===== config.mk =====
export PLATFORM = sky130hd
export DESIGN_NAME = lsid_dispatch
export DESIGN_NICKNAME = d
export VERILOG_FILES = /design/src/verilog/lsid_dispatch.v /design/src/verilog/lsid_method_sel.v
export VERILOG_INCLUDE_DIRS = /design/src /design/src/common
export SDC_FILE = /design/constraint.sdc
export NUM_CORES = 1
export LEC_CHECK = 0
export ABC_AREA = 1
export BUFFER_PORTS_ARGS = -buffer_cell sky130_fd_sc_hd__buf_2
export CORE_AREA = 2 2 220 222
export DETAILED_ROUTE_END_ITERATION = 10
export DIE_AREA = 0 0 222 224
export SLEW_MARGIN = 10
export SYNTH_ARGS = -nofsm -noshare
export SYNTH_HDL_FRONTEND = slang
export SYNTH_HIERARCHICAL = 1
export SYNTH_SLANG_ARGS = --single-unit
export TNS_END_PERCENT = 10

===== constraint.sdc =====
create_clock -name mclk_i -period 2.4 [get_ports mclk_i]
set_input_delay 0.24 -clock mclk_i [delete_from_list [all_inputs] [get_ports mclk_i]]
set_output_delay 0.24 -clock mclk_i [all_outputs]
set_load 0.01 [all_outputs]

===== src/common/lsid_defines.vh =====
// Constants for the legacy soft interrupt dispatch block
`ifndef LSID_DEFINES_VH
`define LSID_DEFINES_VH

// Method codes, one per handling method
`define LSID_METH_PM_CALL    3'h1
`define LSID_METH_FAULT_NOVM 3'h2
`define LSID_METH_FAULT_VM   3'h3
`define LSID_METH_PM_VM      3'h4
`define LSID_METH_REDIR      3'h5
`define LSID_METH_REDIR_VIRT 3'h6
`define LSID_METH_HW         3'h7

// Flags register bit positions
`define LSID_FL_TF   8
`define LSID_FL_IF   9
`define LSID_FL_IO_PRIVILEGE_LEVEL 12
`define LSID_FL_VIF  19
`define LSID_FL_VIP  20

// Feature result bit advertising the extension
`define LSID_FEAT_VME_BIT 1

// Bitmap geometry and top I/O privilege level
`define LSID_BITMAP_BYTES 16'h0020
`define LSID_IO_PRIVILEGE_LEVEL_MAX     2'h3

// Push sequence step count
`define LSID_PUSH_STEPS 2'h3

`endif


===== src/verilog/lsid_dispatch.v =====
// Legacy soft interrupt dispatch: method choice and redirect sequencer
// Functional notes
// - Bitmap bit 0 sends to legacy handler, 1 to protected handler.
// - Feature result bit 1 reports extension support.
// - Extension off, privilege 3: implicit call to protected vector handler.
// - Extension off, privilege below 3: protection fault.
// - Extension on, privilege below 3, bit 1: protection fault.
// - Extension on, privilege 3, bit 1: protected-mode handler.
// - Extension on, privilege 3, bit 0: redirect to legacy table.
// - Extension on, privilege below 3, bit 0: redirect with listed differences.
// - Redirect first pushes low 16 flag bits.
// - Then pushes code selector and low 16 pointer bits, no stack switch.
// - Privilege 3 redirect then clears interrupt enable and single step in the same cycle.
// - Fetch selector and pointer from table at address 0; upper pointer zeroed.
// - Stay in legacy mode throughout, then start the handler.
// - Interrupt return undoes the redirect and resumes the program.
// - Privilege below 3 redirect uses the virtual interrupt flag; the pending flag is not used.
// - Below 3: push flags with privilege 3, virtual flag as enable; clear it.
// - Bitmap is 32 bytes directly below I/O map base.
// - Hardware interrupts and exceptions ignore the bitmap.
`timescale 1ns/10ps
`default_nettype none
`include "lsid_defines.vh"

module lsid_dispatch #(
  parameter ADDR_W = 32
) (
  input  wire              mclk_i,
  input  wire              reset_n_i,
  input  wire              virtual_mode_ext_enable_i,
  input  wire              legacy_mode_i,
  input  wire              soft_int_i,
  input  wire              hw_event_i,
  input  wire              interrupt_return_instruction_i,
  input  wire [7:0]        vector_i,
  input  wire [255:0]      redir_bitmap_i,
  input  wire [15:0]       io_map_base_i,
  input  wire [31:0]       flags_register_i,
  input  wire [15:0]       code_sel_i,
  input  wire [31:0]       instruction_pointer_i,
  input  wire [31:0]       vec_entry_i,
  input  wire [15:0]       pop_data_i,
  output reg               feature_vme_o,
  output reg  [2:0]        method_o,
  output reg               method_valid_o,
  output reg               protection_fault_o,
  output reg               pm_handler_o,
  output reg               push_valid_o,
  output reg  [15:0]       push_data_o,
  output reg               pop_req_o,
  output reg  [ADDR_W-1:0] vec_addr_o,
  output reg               vec_rd_o,
  output reg  [31:0]       flags_register_o,
  output reg  [15:0]       code_sel_o,
  output reg  [31:0]       instruction_pointer_o,
  output reg               regs_load_o,
  output reg  [15:0]       bitmap_byte_addr_o,
  output reg               legacy_mode_o,
  output reg               busy_o
);

  // ---------------------------------------------------------------
  // States
  // ---------------------------------------------------------------
  localparam S_IDLE  = 7'h01;
  localparam S_PUSHF = 7'h02;
  localparam S_PUSHC = 7'h04;
  localparam S_PUSHI = 7'h08;
  localparam S_FETCH = 7'h10;
  localparam S_LOAD  = 7'h20;
  localparam S_POP   = 7'h40;

  reg  [6:0]  state_reg;
  reg  [1:0]  pop_cnt_reg;
  reg         virt_reg;
  reg  [31:0] flags_reg;
  reg  [15:0] sel_reg;
  reg  [15:0] ip_reg;
  wire [2:0]  meth;

  // Flags image pushed for a redirect
  function [15:0] push_image;
    input [31:0] fl;
    input        virt;
    reg   [15:0] img;
    begin
      img = fl[15:0];
      if (virt) begin
        img[`LSID_FL_IO_PRIVILEGE_LEVEL+1:`LSID_FL_IO_PRIVILEGE_LEVEL] = `LSID_IO_PRIVILEGE_LEVEL_MAX;
        img[`LSID_FL_IF] = fl[`LSID_FL_VIF];
      end
      push_image = img;
    end
  endfunction

  // ---------------------------------------------------------------
  // Method decode
  // ---------------------------------------------------------------
  lsid_method_sel u_sel (
    .ext_en_i     (virtual_mode_ext_enable_i),
    .io_privilege_level_i       (flags_register_i[`LSID_FL_IO_PRIVILEGE_LEVEL+1:`LSID_FL_IO_PRIVILEGE_LEVEL]),
    .bitmap_bit_i (redir_bitmap_i[vector_i]),
    .hw_event_i   (hw_event_i),
    .method_o     (meth)
  );

  // ---------------------------------------------------------------
  // Sequencer
  // ---------------------------------------------------------------
  always @(posedge mclk_i or negedge reset_n_i) begin
    if (!reset_n_i) begin
      state_reg             <= S_IDLE;
      pop_cnt_reg           <= 2'h0;
      virt_reg              <= 1'b0;
      flags_reg             <= 32'h0;
      sel_reg               <= 16'h0;
      ip_reg                <= 16'h0;
      feature_vme_o         <= 1'b0;
      method_o              <= 3'h0;
      method_valid_o        <= 1'b0;
      protection_fault_o    <= 1'b0;
      pm_handler_o          <= 1'b0;
      push_valid_o          <= 1'b0;
      push_data_o           <= 16'h0;
      pop_req_o             <= 1'b0;
      vec_addr_o            <= {ADDR_W{1'b0}};
      vec_rd_o              <= 1'b0;
      flags_register_o      <= 32'h0;
      code_sel_o            <= 16'h0;
      instruction_pointer_o <= 32'h0;
      regs_load_o           <= 1'b0;
      bitmap_byte_addr_o    <= 16'h0;
      legacy_mode_o         <= 1'b0;
      busy_o                <= 1'b0;
    end else begin
      feature_vme_o      <= 1'b1;
      bitmap_byte_addr_o <= io_map_base_i - `LSID_BITMAP_BYTES;
      method_valid_o     <= 1'b0;
      protection_fault_o <= 1'b0;
      pm_handler_o       <= 1'b0;
      push_valid_o       <= 1'b0;
      pop_req_o          <= 1'b0;
      vec_rd_o           <= 1'b0;
      regs_load_o        <= 1'b0;
      case (state_reg)
        S_IDLE: begin
          busy_o        <= 1'b0;
          legacy_mode_o <= legacy_mode_i;
          if (legacy_mode_i && (soft_int_i || hw_event_i)) begin
            method_o       <= meth;
            method_valid_o <= 1'b1;
            flags_reg      <= flags_register_i;
            sel_reg        <= code_sel_i;
            ip_reg         <= instruction_pointer_i[15:0];
            case (meth)
              `LSID_METH_FAULT_NOVM, `LSID_METH_FAULT_VM:
                protection_fault_o <= 1'b1;
              `LSID_METH_PM_CALL, `LSID_METH_PM_VM, `LSID_METH_HW:
                pm_handler_o <= 1'b1;
              `LSID_METH_REDIR, `LSID_METH_REDIR_VIRT: begin
                virt_reg  <= (meth == `LSID_METH_REDIR_VIRT);
                busy_o    <= 1'b1;
                state_reg <= S_PUSHF;
              end
              default: state_reg <= S_IDLE;
            endcase
          end else if (legacy_mode_i && interrupt_return_instruction_i) begin
            pop_cnt_reg <= 2'h0;
            busy_o      <= 1'b1;
            pop_req_o   <= 1'b1;
            state_reg   <= S_POP;
          end
        end
        S_PUSHF: begin
          push_valid_o <= 1'b1;
          push_data_o  <= push_image(flags_reg, virt_reg);
          state_reg    <= S_PUSHC;
        end
        S_PUSHC: begin
          push_valid_o <= 1'b1;
          push_data_o  <= sel_reg;
          state_reg    <= S_PUSHI;
        end
        S_PUSHI: begin
          push_valid_o <= 1'b1;
          push_data_o  <= ip_reg;
          vec_rd_o     <= 1'b1;
          vec_addr_o   <= {{(ADDR_W-10){1'b0}}, vector_i, 2'b00};
          state_reg    <= S_FETCH;
        end
        S_FETCH: begin
          flags_reg[`LSID_FL_TF] <= 1'b0;
          if (virt_reg)
            flags_reg[`LSID_FL_VIF] <= 1'b0;
          else
            flags_reg[`LSID_FL_IF] <= 1'b0;
          state_reg <= S_LOAD;
        end
        S_LOAD: begin
          flags_register_o      <= flags_reg;
          code_sel_o            <= vec_entry_i[31:16];
          instruction_pointer_o <= {16'h0, vec_entry_i[15:0]};
          regs_load_o           <= 1'b1;
          legacy_mode_o         <= 1'b1;
          state_reg             <= S_IDLE;
        end
        S_POP: begin
          // Pops arrive pointer, selector, flags
          case (pop_cnt_reg)
            2'h0: instruction_pointer_o <= {16'h0, pop_data_i};
            2'h1: code_sel_o <= pop_data_i;
            default: flags_register_o <= {flags_register_i[31:16], pop_data_i};
          endcase
          pop_cnt_reg <= pop_cnt_reg + 2'h1;
          if (pop_cnt_reg == `LSID_PUSH_STEPS - 2'h1) begin
            regs_load_o <= 1'b1;
            state_reg   <= S_IDLE;
          end else begin
            pop_req_o <= 1'b1;
          end
        end
        default: state_reg <= S_IDLE;
      endcase
    end
  end

endmodule // lsid_dispatch
`default_nettype wire


===== src/verilog/lsid_method_sel.v =====
// Method decoder for a software interrupt in virtual legacy mode
`timescale 1ns/10ps
`default_nettype none
`include "lsid_defines.vh"

module lsid_method_sel (
  input  wire         ext_en_i,
  input  wire [1:0]   io_privilege_level_i,
  input  wire         bitmap_bit_i,
  input  wire         hw_event_i,
  output reg  [2:0]   method_o
);

  always @* begin
    if (hw_event_i) begin
      method_o = `LSID_METH_HW;
    end else if (!ext_en_i) begin
      if (io_privilege_level_i == `LSID_IO_PRIVILEGE_LEVEL_MAX)
        method_o = `LSID_METH_PM_CALL;
      else
        method_o = `LSID_METH_FAULT_NOVM;
    end else if (bitmap_bit_i) begin
      if (io_privilege_level_i == `LSID_IO_PRIVILEGE_LEVEL_MAX)
        method_o = `LSID_METH_PM_VM;
      else
        method_o = `LSID_METH_FAULT_VM;
    end else begin
      if (io_privilege_level_i == `LSID_IO_PRIVILEGE_LEVEL_MAX)
        method_o = `LSID_METH_REDIR;
      else
        method_o = `LSID_METH_REDIR_VIRT;
    end
  end

endmodule // lsid_method_sel
`default_nettype wire


==> results.toml, run 1 <==
[floorplan]
ioPinCount = 572
die_h_um = 224
fp-row-count = 80
core_region_area_um2 = 47300
die-area_um2 = 49700
start_util_pct = 22.5
fp.dieW_um = 222

[finish]
area_delta_synth_final_pct = 54.3
fillers = 5013
fin_area_um2 = 16400
multi_input_area_um2 = 5550
drive_gt1_share_pct = 35.9
finalNetCount = 2492
ff_latch_area_um2 = 4780

[sta]
skew_ps = 13.3
setup_slack_ps = 92.0
rsz0062_at_grt = "yes"
slew_headroom_pct = 64.4
finalHoldViolCount = 0
clock.fmax_mhz = 433
finalCriticalPeriod_ps = 2310
setup_viol = 0
period_share_pct = 96.2
slew_violations = 0
tightest_slew_ps = 528

[setup_path]
cp-end-kind = "flop"
critPathTopFamily = "simple AND/OR/NAND/NOR gates"
cpMaxStageDelayCell = "ha_4"
crit_type = "input port to flop"
crit_fanout = 17
critical_path_buf_inv_count = 4
slowest_delay_ps = 270
crit_chain = "buf_12 > buf_12 > clkbuf_16 > nand2_1 > nand3_1 > nand3_1 > nand3_2 > nand3_2 > nand2_1 > nand2_1 > nand3_2 > nand3_2 > nand2_4 > ha_4 > inv_1 > nand2_1 > nand3_2 > nor2_2 > nor2_1 > nand2_1 > nand2_2 > a21oi_2 > a211oi_1 > a21oi_1"
worstPathRequired_ps = 2780
start_kind = "input port"
cp.arrival_ps = 2690

[pwr]
power_mw = 13.2
leakagePower_nw = 8.36
peakVddDrop_mv = 0.515
p_per_area_nw_per_um2 = 801

[grt]
grt_max_degree = 65
busiest_layer = "met2"
grtUsageMet1_pct = 20.5
grt_pass1_wl_um = 70700
grtUsageMet3_pct = 3.29
use_met2_pct = 34.3
grt_util_all_layers_pct = 18.4
grt_antenna_before_repair = 12
grt_pass1_vias = 12500
overflow = 0

[route]
dr_total_vias = 12400
ant_nets = 0
drcViolationCount = 0
routedWlPerCell_um = 17.6
routed_wl_um = 47500
route.detailed.vias_per_inst = 4.60
dr.first_iter.drc_count = 742
firstDrtPassIters = 6

[synthesis]
ys_types = 39
synthesis.area_um2 = 10700
ys_warn_count = 6
synth.most_common_cell = "nand2_1"
syn_inst = 1486
synth_area_leader_cell = "dfrtp_1"
synthTopCellsByCount = "nand2_1 (565), nand3_1 (252), dfrtp_1 (190), nor2_1 (99), a31oi_1 (64)"
yosysSeqAreaShare_pct = 44.9
yosys.area.top_type_share_pct = 44.6
synth_ff_type = "dfrtp_1"
async_flop_share_pct = 100
synth-edff-count = 0
synth.area.top_cells = "dfrtp_1 (45%), nand2_1 (20%), nand3_1 (12%), a31oi_1 (3.8%), nor2_1 (3.5%)"
synth-seq-cells = 191
syn_avg_cell_area_um2 = 7.17

[placement]
pre_cts_ws_ps = -772
port_buffers = 515
postPlaceCellArea_um2 = 14200
place.gp.congestion = 0.913
hpwl_um = 36600

[cts]
tritoncts = "done"
cts_max_level = 4
path_clk_slew_ps = 80
cts_buffer_depth = 2
root_buffer = "clkbuf_16"
clock_sinks = 191
cts_inserted_buffers = 17
insertion_delay_ps = 450

[run_status]
status = "complete, no violations"

[flow_run]
drv_cap = 0

[min_path]
hold_class = "input port to flop"
## tightest hold or removal path, cell delays in order
cell and delay [ps]:
buf_2 90, nand2_1 40, o21ai_0 60
## report_power, final
| group | leakage, nW | internal (mW) | total [mW] | switching, mW |
|---|---|---|---|---|
| combinational | 5.87 | 2.07 | 4.96 | 2.88 |
| clock | 0.291 | 1.42 | 2.91 | 1.49 |
| sequential | 2.20 | 4.54 | 5.29 | 0.757 |
| total | 8.36 | 8.03 | 13.2 | 5.13 |
## final timing paths
path | startpoint | endpoint | slack [ps] | cells after the start
worst max-delay path | vector_i[0] | state_reg[0]$_DFFE_PN1P_ | 90 | 24
worst min-delay path | code_sel_i[8] | sel_reg[8]$_DFFE_PN0P_ | 20 | 3
worst max register to register | state_reg[3]$_DFFE_PN0P_ | instruction_pointer_o[15]$_DFFE_PN0P_ | 230 | 10
worst min register to register | flags_reg[20]$_DFFE_PN0P_ | flags_reg[20]$_DFFE_PN0P_ | 480 | 2
max in group asynchronous | reset_n_i | flags_register_o[11]$_DFFE_PN0P_ | 1340 | 3
min in group asynchronous | reset_n_i | bitmap_byte_addr_o[1]$_DFF_PN0_ | 320 | 2
## cells in the final DEF, fill, tap and decap left out, types with 16 or more instances in the layout
cell / synthesis / layout
nand2_1: 565 / 550
buf_2: 32 / 512
dfrtp_1: 190 / 190
nand3_1: 252 / 177
nor2_1: 99 / 97
nand3_2: 2 / 75
a31oi_1: 64 / 64
dlygate4sd3_1: 0 / 61
buf_4: 42 / 46
inv_1: 47 / 45
o21ai_0: 43 / 43
conb_1: 2 / 41
clkbuf_16: 0 / 24
a21oi_1: 20 / 19
buf_12: 0 / 17
nand2_2: 2 / 16
## final cells by class
type / count / share of cell area (%)
diodes: 6 / 0.0914
clock buffers: 17 / 2.59
clock inverters: 15 / 1.08
inverters: 62 / 1.58
multi-input cells: 1139 / 33.8
flip-flops and latches: 191 / 29.1
well taps: 615 / 4.68
repair buffers: 661 / 27.1
## stage by stage
step	util, %	hold WS, ps	instances	TNS (ps)
floorplan	-	-55.6	1525	0
global route	34.7	10.0	2706	-130
CTS	33.4	0.254	2692	0
global placement	30.0	243	2590	-4630
detailed placement	30.0	240	2590	-4350
finish	34.7	20.7	2706	0
## routing by layer
layer,up-vias,share of wire (%)
met5,-,0.12
met4,10,4.0
met3,100,5.9
met2,596,52
met1,5761,38
li1,5982,-
## logic make-up after synthesis
logic type                 Yosys count  share of synthesized area, %
adders and majority gates            5                         0.587
other                                2                        0.0705
xor gates and xnor gates             9                         0.740
DFF                                191                          44.9
AOI/OAI and AO/OA                  150                          8.54
buffers and inverters              195                          8.73
and+or+nand+nor                    934                          36.5
## what timing repair did
action                                  in CTS  in global routing
endpoints found under the setup margin       5                 31
setup buffers                                1                  1
gates resized for setup                     28                100
pin swaps                                    3                 51
cloned                                       8                  8
hold buffers                                61                  0
endpoints found under the hold margin      113                  0
Note: power is estimated with default switching activity, not from simulation.
==> run 2: changes to the inputs <==
PLACE_DENSITY = 0.52   (was not set)
==> run 2 against run 1 <==
Net effect: total power up 0.47%; cell count up 0.11%; via count down 0.80%.
==> results.toml, run 2 (synthesis gave the netlist of run 1 again) <==
[run_status]
status = "complete, no violations"

[setup_path]
worstPathRequired_ps = 2780
crit_type = "input port to flop"
rrSetupSlack_ps = 260
ff2ff_path_depth = 9
crit_fanout = 8
cp-end-kind = "flop"
cp.arrival_ps = 2730
start_kind = "input port"
setup.worst_path.start = "vector_i[0]"
crit-reg2reg-launch = "state_reg[4]$_DFFE_PN0P_"

[pwr]
p_sw_share_pct = 37.7
p_per_area_nw_per_um2 = 801
leakagePower_nw = 8.39
power_mw = 13.2
netSwitchingPower_mw = 4.98
peakVddDrop_mv = 0.542
p_clk_share_pct = 22.5
p_comb_share_pct = 37.8
power_frac_seq_pct = 39.7
internal_power_mw = 8.24

[cts]
insertion_delay_ps = 450
cts_buffer_depth = 2
clock_sinks = 191
cts_inserted_buffers = 17
cts_max_level = 4
root_buffer = "clkbuf_16"
path_clk_slew_ps = 80
tritoncts = "done"

[route]
ant_nets = 0
firstDrtPassIters = 5
routed_wl_um = 47700
dr_total_vias = 12300
route.detailed.vias_per_inst = 4.56
dr.first_iter.drc_count = 722
drcViolationCount = 0
routedWlPerCell_um = 17.6

[finish]
fin_area_um2 = 16500
antennaDiodeCount = 0
final_common_cell = "nand2_1"
area_delta_synth_final_pct = 55.1
finalNetCount = 2502
fin_util_pct = 34.9
final_cell_mix = "nand2_1 (545), buf_2 (513), nand3_1 (200)"
drive_gt1_share_pct = 35.5
layout.cells.non_filler = 2709

[placement]
pre_cts_ws_ps = -1170
place_inst = 2587
port_buffers = 515
hpwl_um = 36200
postPlaceCellArea_um2 = 14200
place.gp.congestion = 0.887

[sta]
finalCriticalPeriod_ps = 2350
clock.fmax_mhz = 425
slew_headroom_pct = 52.4
finalHoldViolCount = 0
period_share_pct = 98.0
holdWs_ps = 26.1
slew_violations = 0
tightest_slew_ps = 714
rsz0062_at_grt = "yes"
setup_viol = 0
skew_ps = 13.2
setup_slack_ps = 47.0
tns_ps = 0

[grt]
grt_util_all_layers_pct = 18.4
grt_pass1_wl_um = 70600
overflow = 0
grt_antenna_before_repair = 5
grt_pass1_vias = 12300
grt_max_degree = 59

[floorplan]
die-area_um2 = 49700
start_util_pct = 22.5
ioPinCount = 572
fp.dieW_um = 222
fp-row-count = 80
die_h_um = 224
core_region_area_um2 = 47300

[min_path]
min_path_cells = 3
hold_class = "input port to flop"
hp-start = "instruction_pointer_i[14]"

[flow_run]
drv_cap = 0
-- run 2: changes by cell type in the layout (fill, tap and decap cells not counted), moves of 4 or more --
cell     change
nand3_2     -24
nand3_1     +23
diode_2      -6
nand2_1      -5
buf_16       +4
-- run 2: path summary, 6_finish.rpt --
| path | endpoint |
|---|---|
| min | ip_reg[14]$_DFFE_PN0P_ |
| max | state_reg[0]$_DFFE_PN1P_ |
| min reg2reg | flags_reg[17]$_DFFE_PN0P_ |
| min in group asynchronous | flags_register_o[20]$_DFFE_PN0P_ |
| max in group asynchronous | code_sel_o[5]$_DFFE_PN0P_ |
| max reg2reg | flags_reg[27]$_DFFE_PN0P_ |
-- run 2: final cells by class --
type | instances | area [µm²]
Inverter | 62 | 263
Clock buffer | 18 | 439
Tap cell | 615 | 769
Sequential cell | 191 | 4780
Timing Repair Buffer | 671 | 4610
Fill cell | 5050 | 30800
Multi-Input combinational cell | 1139 | 5480
Clock inverter | 13 | 178
-- run 2: power groups by stage --
| stage | combinational, mW | sequential (mW) | clock, mW |
|---|---|---|---|
| after floorplan | 2.24 | 5.56 | 0 |
| after global placement | 4.67 | 5.25 | 0 |
| after detailed placement | 4.70 | 5.32 | 0 |
| after CTS | 4.90 | 5.26 | 3.06 |
| after global routing | 5.57 | 5.43 | 3.20 |
| final | 5.00 | 5.25 | 2.97 |
-- run 2: critical path: stages --
cell and delay [ps]:
buf_12 130, clkinv_16 80, buf_16 160, buf_12 150
buf_6 120, nand2_1 50, nand3_1 80, nand3_2 70
nand3_2 70, nand3_2 70, nand2_2 60, nand2_1 70
nand3_1 80, nand3_2 90, nand2_4 80, ha_4 260
inv_2 30, nand2_2 60, nand3_4 90, nor2_4 110
nor2_2 50, nand2_2 70, nand2_2 60, a21oi_2 140
a211oi_2 70, a21oi_1 140
-- run 2: metal layers --
metal	GRT usage, %	up-vias	share of wire [%]
li1	-	5984	-
met1	21.4	5694	39
met2	33.2	563	51
met3	3.73	104	6.2
met4	7.35	4	3.8
met5	0	-	0.046
-- run 2: repair_timing --
action                                 4_1_cts  5_1_grt
pin swaps                                    8       35
setup endpoints to repair                    8        5
buffers inserted                             2       14
endpoints found under the hold margin      114        0
hold buffers                                61        0
gates resized for setup                     30       99
cloned                                       7        8
==> run 3: changes to the inputs <==
CORE_AREA = 2 2 221 223   (was 2 2 220 222)
DIE_AREA = 0 0 223 225   (was 0 0 222 224)
SYNTH_HIERARCHICAL = not set   (was 1)
==> run 3 against run 2 <==
Net effect: utilization is 1.0 points lower; clock skew up 3.0 ps; cell count about the same; non-clock buffer count down 16; flip-flop and latch count unchanged; clock-buffer cell count is 4 higher; total power down 1.7%.
==> results.toml, run 3 <==
[setup_path]
cp.arrival_ps = 2630
critPathTopFamily = "simple AND/OR/NAND/NOR gates"
rrSetupSlack_ps = 290
critical_path_buf_inv_count = 7
cpMostUsedCell = "nand3_1"
crit_chain = "buf_12 > clkinv_16 > buf_16 > buf_12 > nand2_1 > nand3_1 > nand3_1 > nand3_1 > nand3_1 > nand2_1 > nand2_1 > nand3_2 > nand3_2 > nand2_4 > ha_4 > or2_2 > inv_2 > nor2_1 > buf_4 > inv_1 > a21oi_1 > nor3_4"
crit_type = "input port to flop"
worstPathRequired_ps = 2760
cp-end-kind = "flop"
cpMaxStageDelayCell = "or2_2"
crit_fanout = 6
slowest_delay_ps = 320
start_kind = "input port"

[grt]
grt_util_all_layers_pct = 19.1
grt_antenna_before_repair = 17
grt_max_degree = 74
grt_pass1_wl_um = 73300
grt_pass1_vias = 12300
overflow = 0

[synthesis]
synth-seq-cells = 191
yosysSeqAreaShare_pct = 44.6
synth_area_leader_cell = "dfrtp_1"
synth.most_common_cell = "nand2_1"
synthTopCellsByCount = "nand2_1 (576), nand3_1 (255), dfrtp_1 (190), nor2_1 (89), a31oi_1 (66)"
ys_warn_count = 0
ys_types = 38
syn_inst = 1488
async_flop_share_pct = 100
synth_ff_type = "dfrtp_1"
synth-edff-count = 0
syn_avg_cell_area_um2 = 7.20
synth.area.top_cells = "dfrtp_1 (44%), nand2_1 (20%), nand3_1 (12%), a31oi_1 (3.9%), nor2_1 (3.1%)"
synthesis.area_um2 = 10700
yosys.area.top_type_share_pct = 44.4

[cts]
clock_sinks = 191
cts_buffer_depth = 2
root_buffer = "clkbuf_16"
tritoncts = "done"
cts_max_level = 4
path_clk_slew_ps = 70
insertion_delay_ps = 450
cts_inserted_buffers = 17

[sta]
setup_slack_ps = 134
skew_ps = 16.2
holdWs_ps = 25.4
period_share_pct = 94.4
finalCriticalPeriod_ps = 2270
setup_viol = 0
clock.fmax_mhz = 441
slew_headroom_pct = 57.7
finalHoldViolCount = 0
slew_violations = 0
tightest_slew_ps = 634

[placement]
port_buffers = 515
place_inst = 2586
hpwl_um = 39100
postPlaceCellArea_um2 = 14200
pre_cts_ws_ps = -983
place.gp.congestion = 0.944

[floorplan]
start_util_pct = 22.5
fp.dieW_um = 223
fp-row-count = 80
die-area_um2 = 50200
die_h_um = 225
core_region_area_um2 = 47500
ioPinCount = 572

[flow_run]
drv_cap = 0

[route]
firstDrtPassIters = 5
dr_total_vias = 12500
routed_wl_um = 50100
dr.first_iter.drc_count = 1060
routedWlPerCell_um = 18.5
route.detailed.vias_per_inst = 4.61
drcViolationCount = 0
ant_nets = 0

[finish]
final_cell_mix = "nand2_1 (567), buf_2 (512), nand3_1 (216)"
drive_gt1_share_pct = 34.0
finalNetCount = 2484
fin_area_um2 = 16100
ff_latch_area_um2 = 4780
area_delta_synth_final_pct = 50.3
multi_input_area_um2 = 5380
final_common_cell = "nand2_1"
fillers = 5196
layout.cells.non_filler = 2707

[pwr]
p_per_area_nw_per_um2 = 807
power_mw = 13.0
peakVddDrop_mv = 0.454
leakagePower_nw = 8.26

[run_status]
status = "complete, no violations"

[min_path]
hold_class = "input port to flop"
## run 3: cell count changes in the layout (fill, tap and decap cells not counted), moves of 7 or more
cell and change:
a21oi_1 -8, nand3_1 +16, nand2_2 -7, nor2_1 -9, nand3_2 -14, nand2_1 +22
buf_16 -7, diode_2 +15
## run 3: cells by family (layout without fill, tap and decap cells)
| kind of cell | count (synthesis) | count (layout) | synth area share, % |
|---|---|---|---|
| adder cells (fa/ha/maj) | 5 | 5 | 0.584 |
| flip-flops | 191 | 191 | 44.6 |
| buffers and inverters | 196 | 746 | 9.11 |
| XOR/XNOR | 9 | 9 | 0.736 |
| other | 2 | 56 | 0.0701 |
| AND/OR/NAND/NOR | 940 | 940 | 36.7 |
| AO/OA/AOI/OAI | 145 | 145 | 8.19 |
## run 3: worst paths after layout
path / start / depth (start not counted) / to
setup / recovery: vector_i[0] / 22 / pm_handler_o$_DFF_PN0_
hold / removal: io_map_base_i[14] / 2 / bitmap_byte_addr_o[14]$_DFF_PN0_
setup reg to reg: state_reg[0]$_DFFE_PN1P_ / 9 / push_data_o[3]$_DFFE_PN0P_
hold reg to reg: push_data_o[11]$_DFFE_PN0P_ / 2 / push_data_o[11]$_DFFE_PN0P_
max in group asynchronous: reset_n_i / 3 / state_reg[0]$_DFFE_PN1P_
min in group asynchronous: reset_n_i / 2 / code_sel_o[15]$_DFFE_PN0P_
## run 3: where the power goes
group / internal (mW) / leakage, nW / switching, mW / total, mW
combinational: 2.04 / 5.75 / 2.88 / 4.92
clock: 1.45 / 0.282 / 1.34 / 2.78
sequential: 4.51 / 2.23 / 0.786 / 5.29
total: 7.99 / 8.26 / 5.00 / 13.0
## run 3: routing by layer
layer,GRT usage [%],vias up,wire (µm)
met4,7.19,8,1710
met2,33.1,527,24300
met1,23.5,5895,21000
met5,0,-,55
met3,3.91,84,3070
li1,-,5959,-
## run 3: area by class of cell
type,count,area share [%]
clock inverters,10,0.567
inverters,59,1.55
well taps,615,4.78
multi-input cells,1140,33.4
repair buffers,655,26.8
flip-flops and latches,191,29.7
clock buffers,22,2.95
diodes,15,0.233
## run 3: timing repair
| item | 4_1_cts | 5_1_grt |
|---|---|---|
| pin swaps | 5 | 22 |
| cloned | 4 | 8 |
| hold buffers | 57 | 0 |
| endpoints found under the hold margin | 124 | 0 |
| endpoints found under the setup margin | 8 | 7 |
| gates resized for setup | 22 | 72 |
| buffers inserted | 1 | 4 |
## run 3: through the flow
| stage | utilization [%] | TNS, ps |
|---|---|---|
| floorplan | - | 0 |
| finish | 33.9 | 0 |
| global route | 33.8 | -16.1 |
| global placement | 29.8 | -6300 |
| CTS | 32.7 | 0 |
| detailed placement | 29.8 | -6280 |
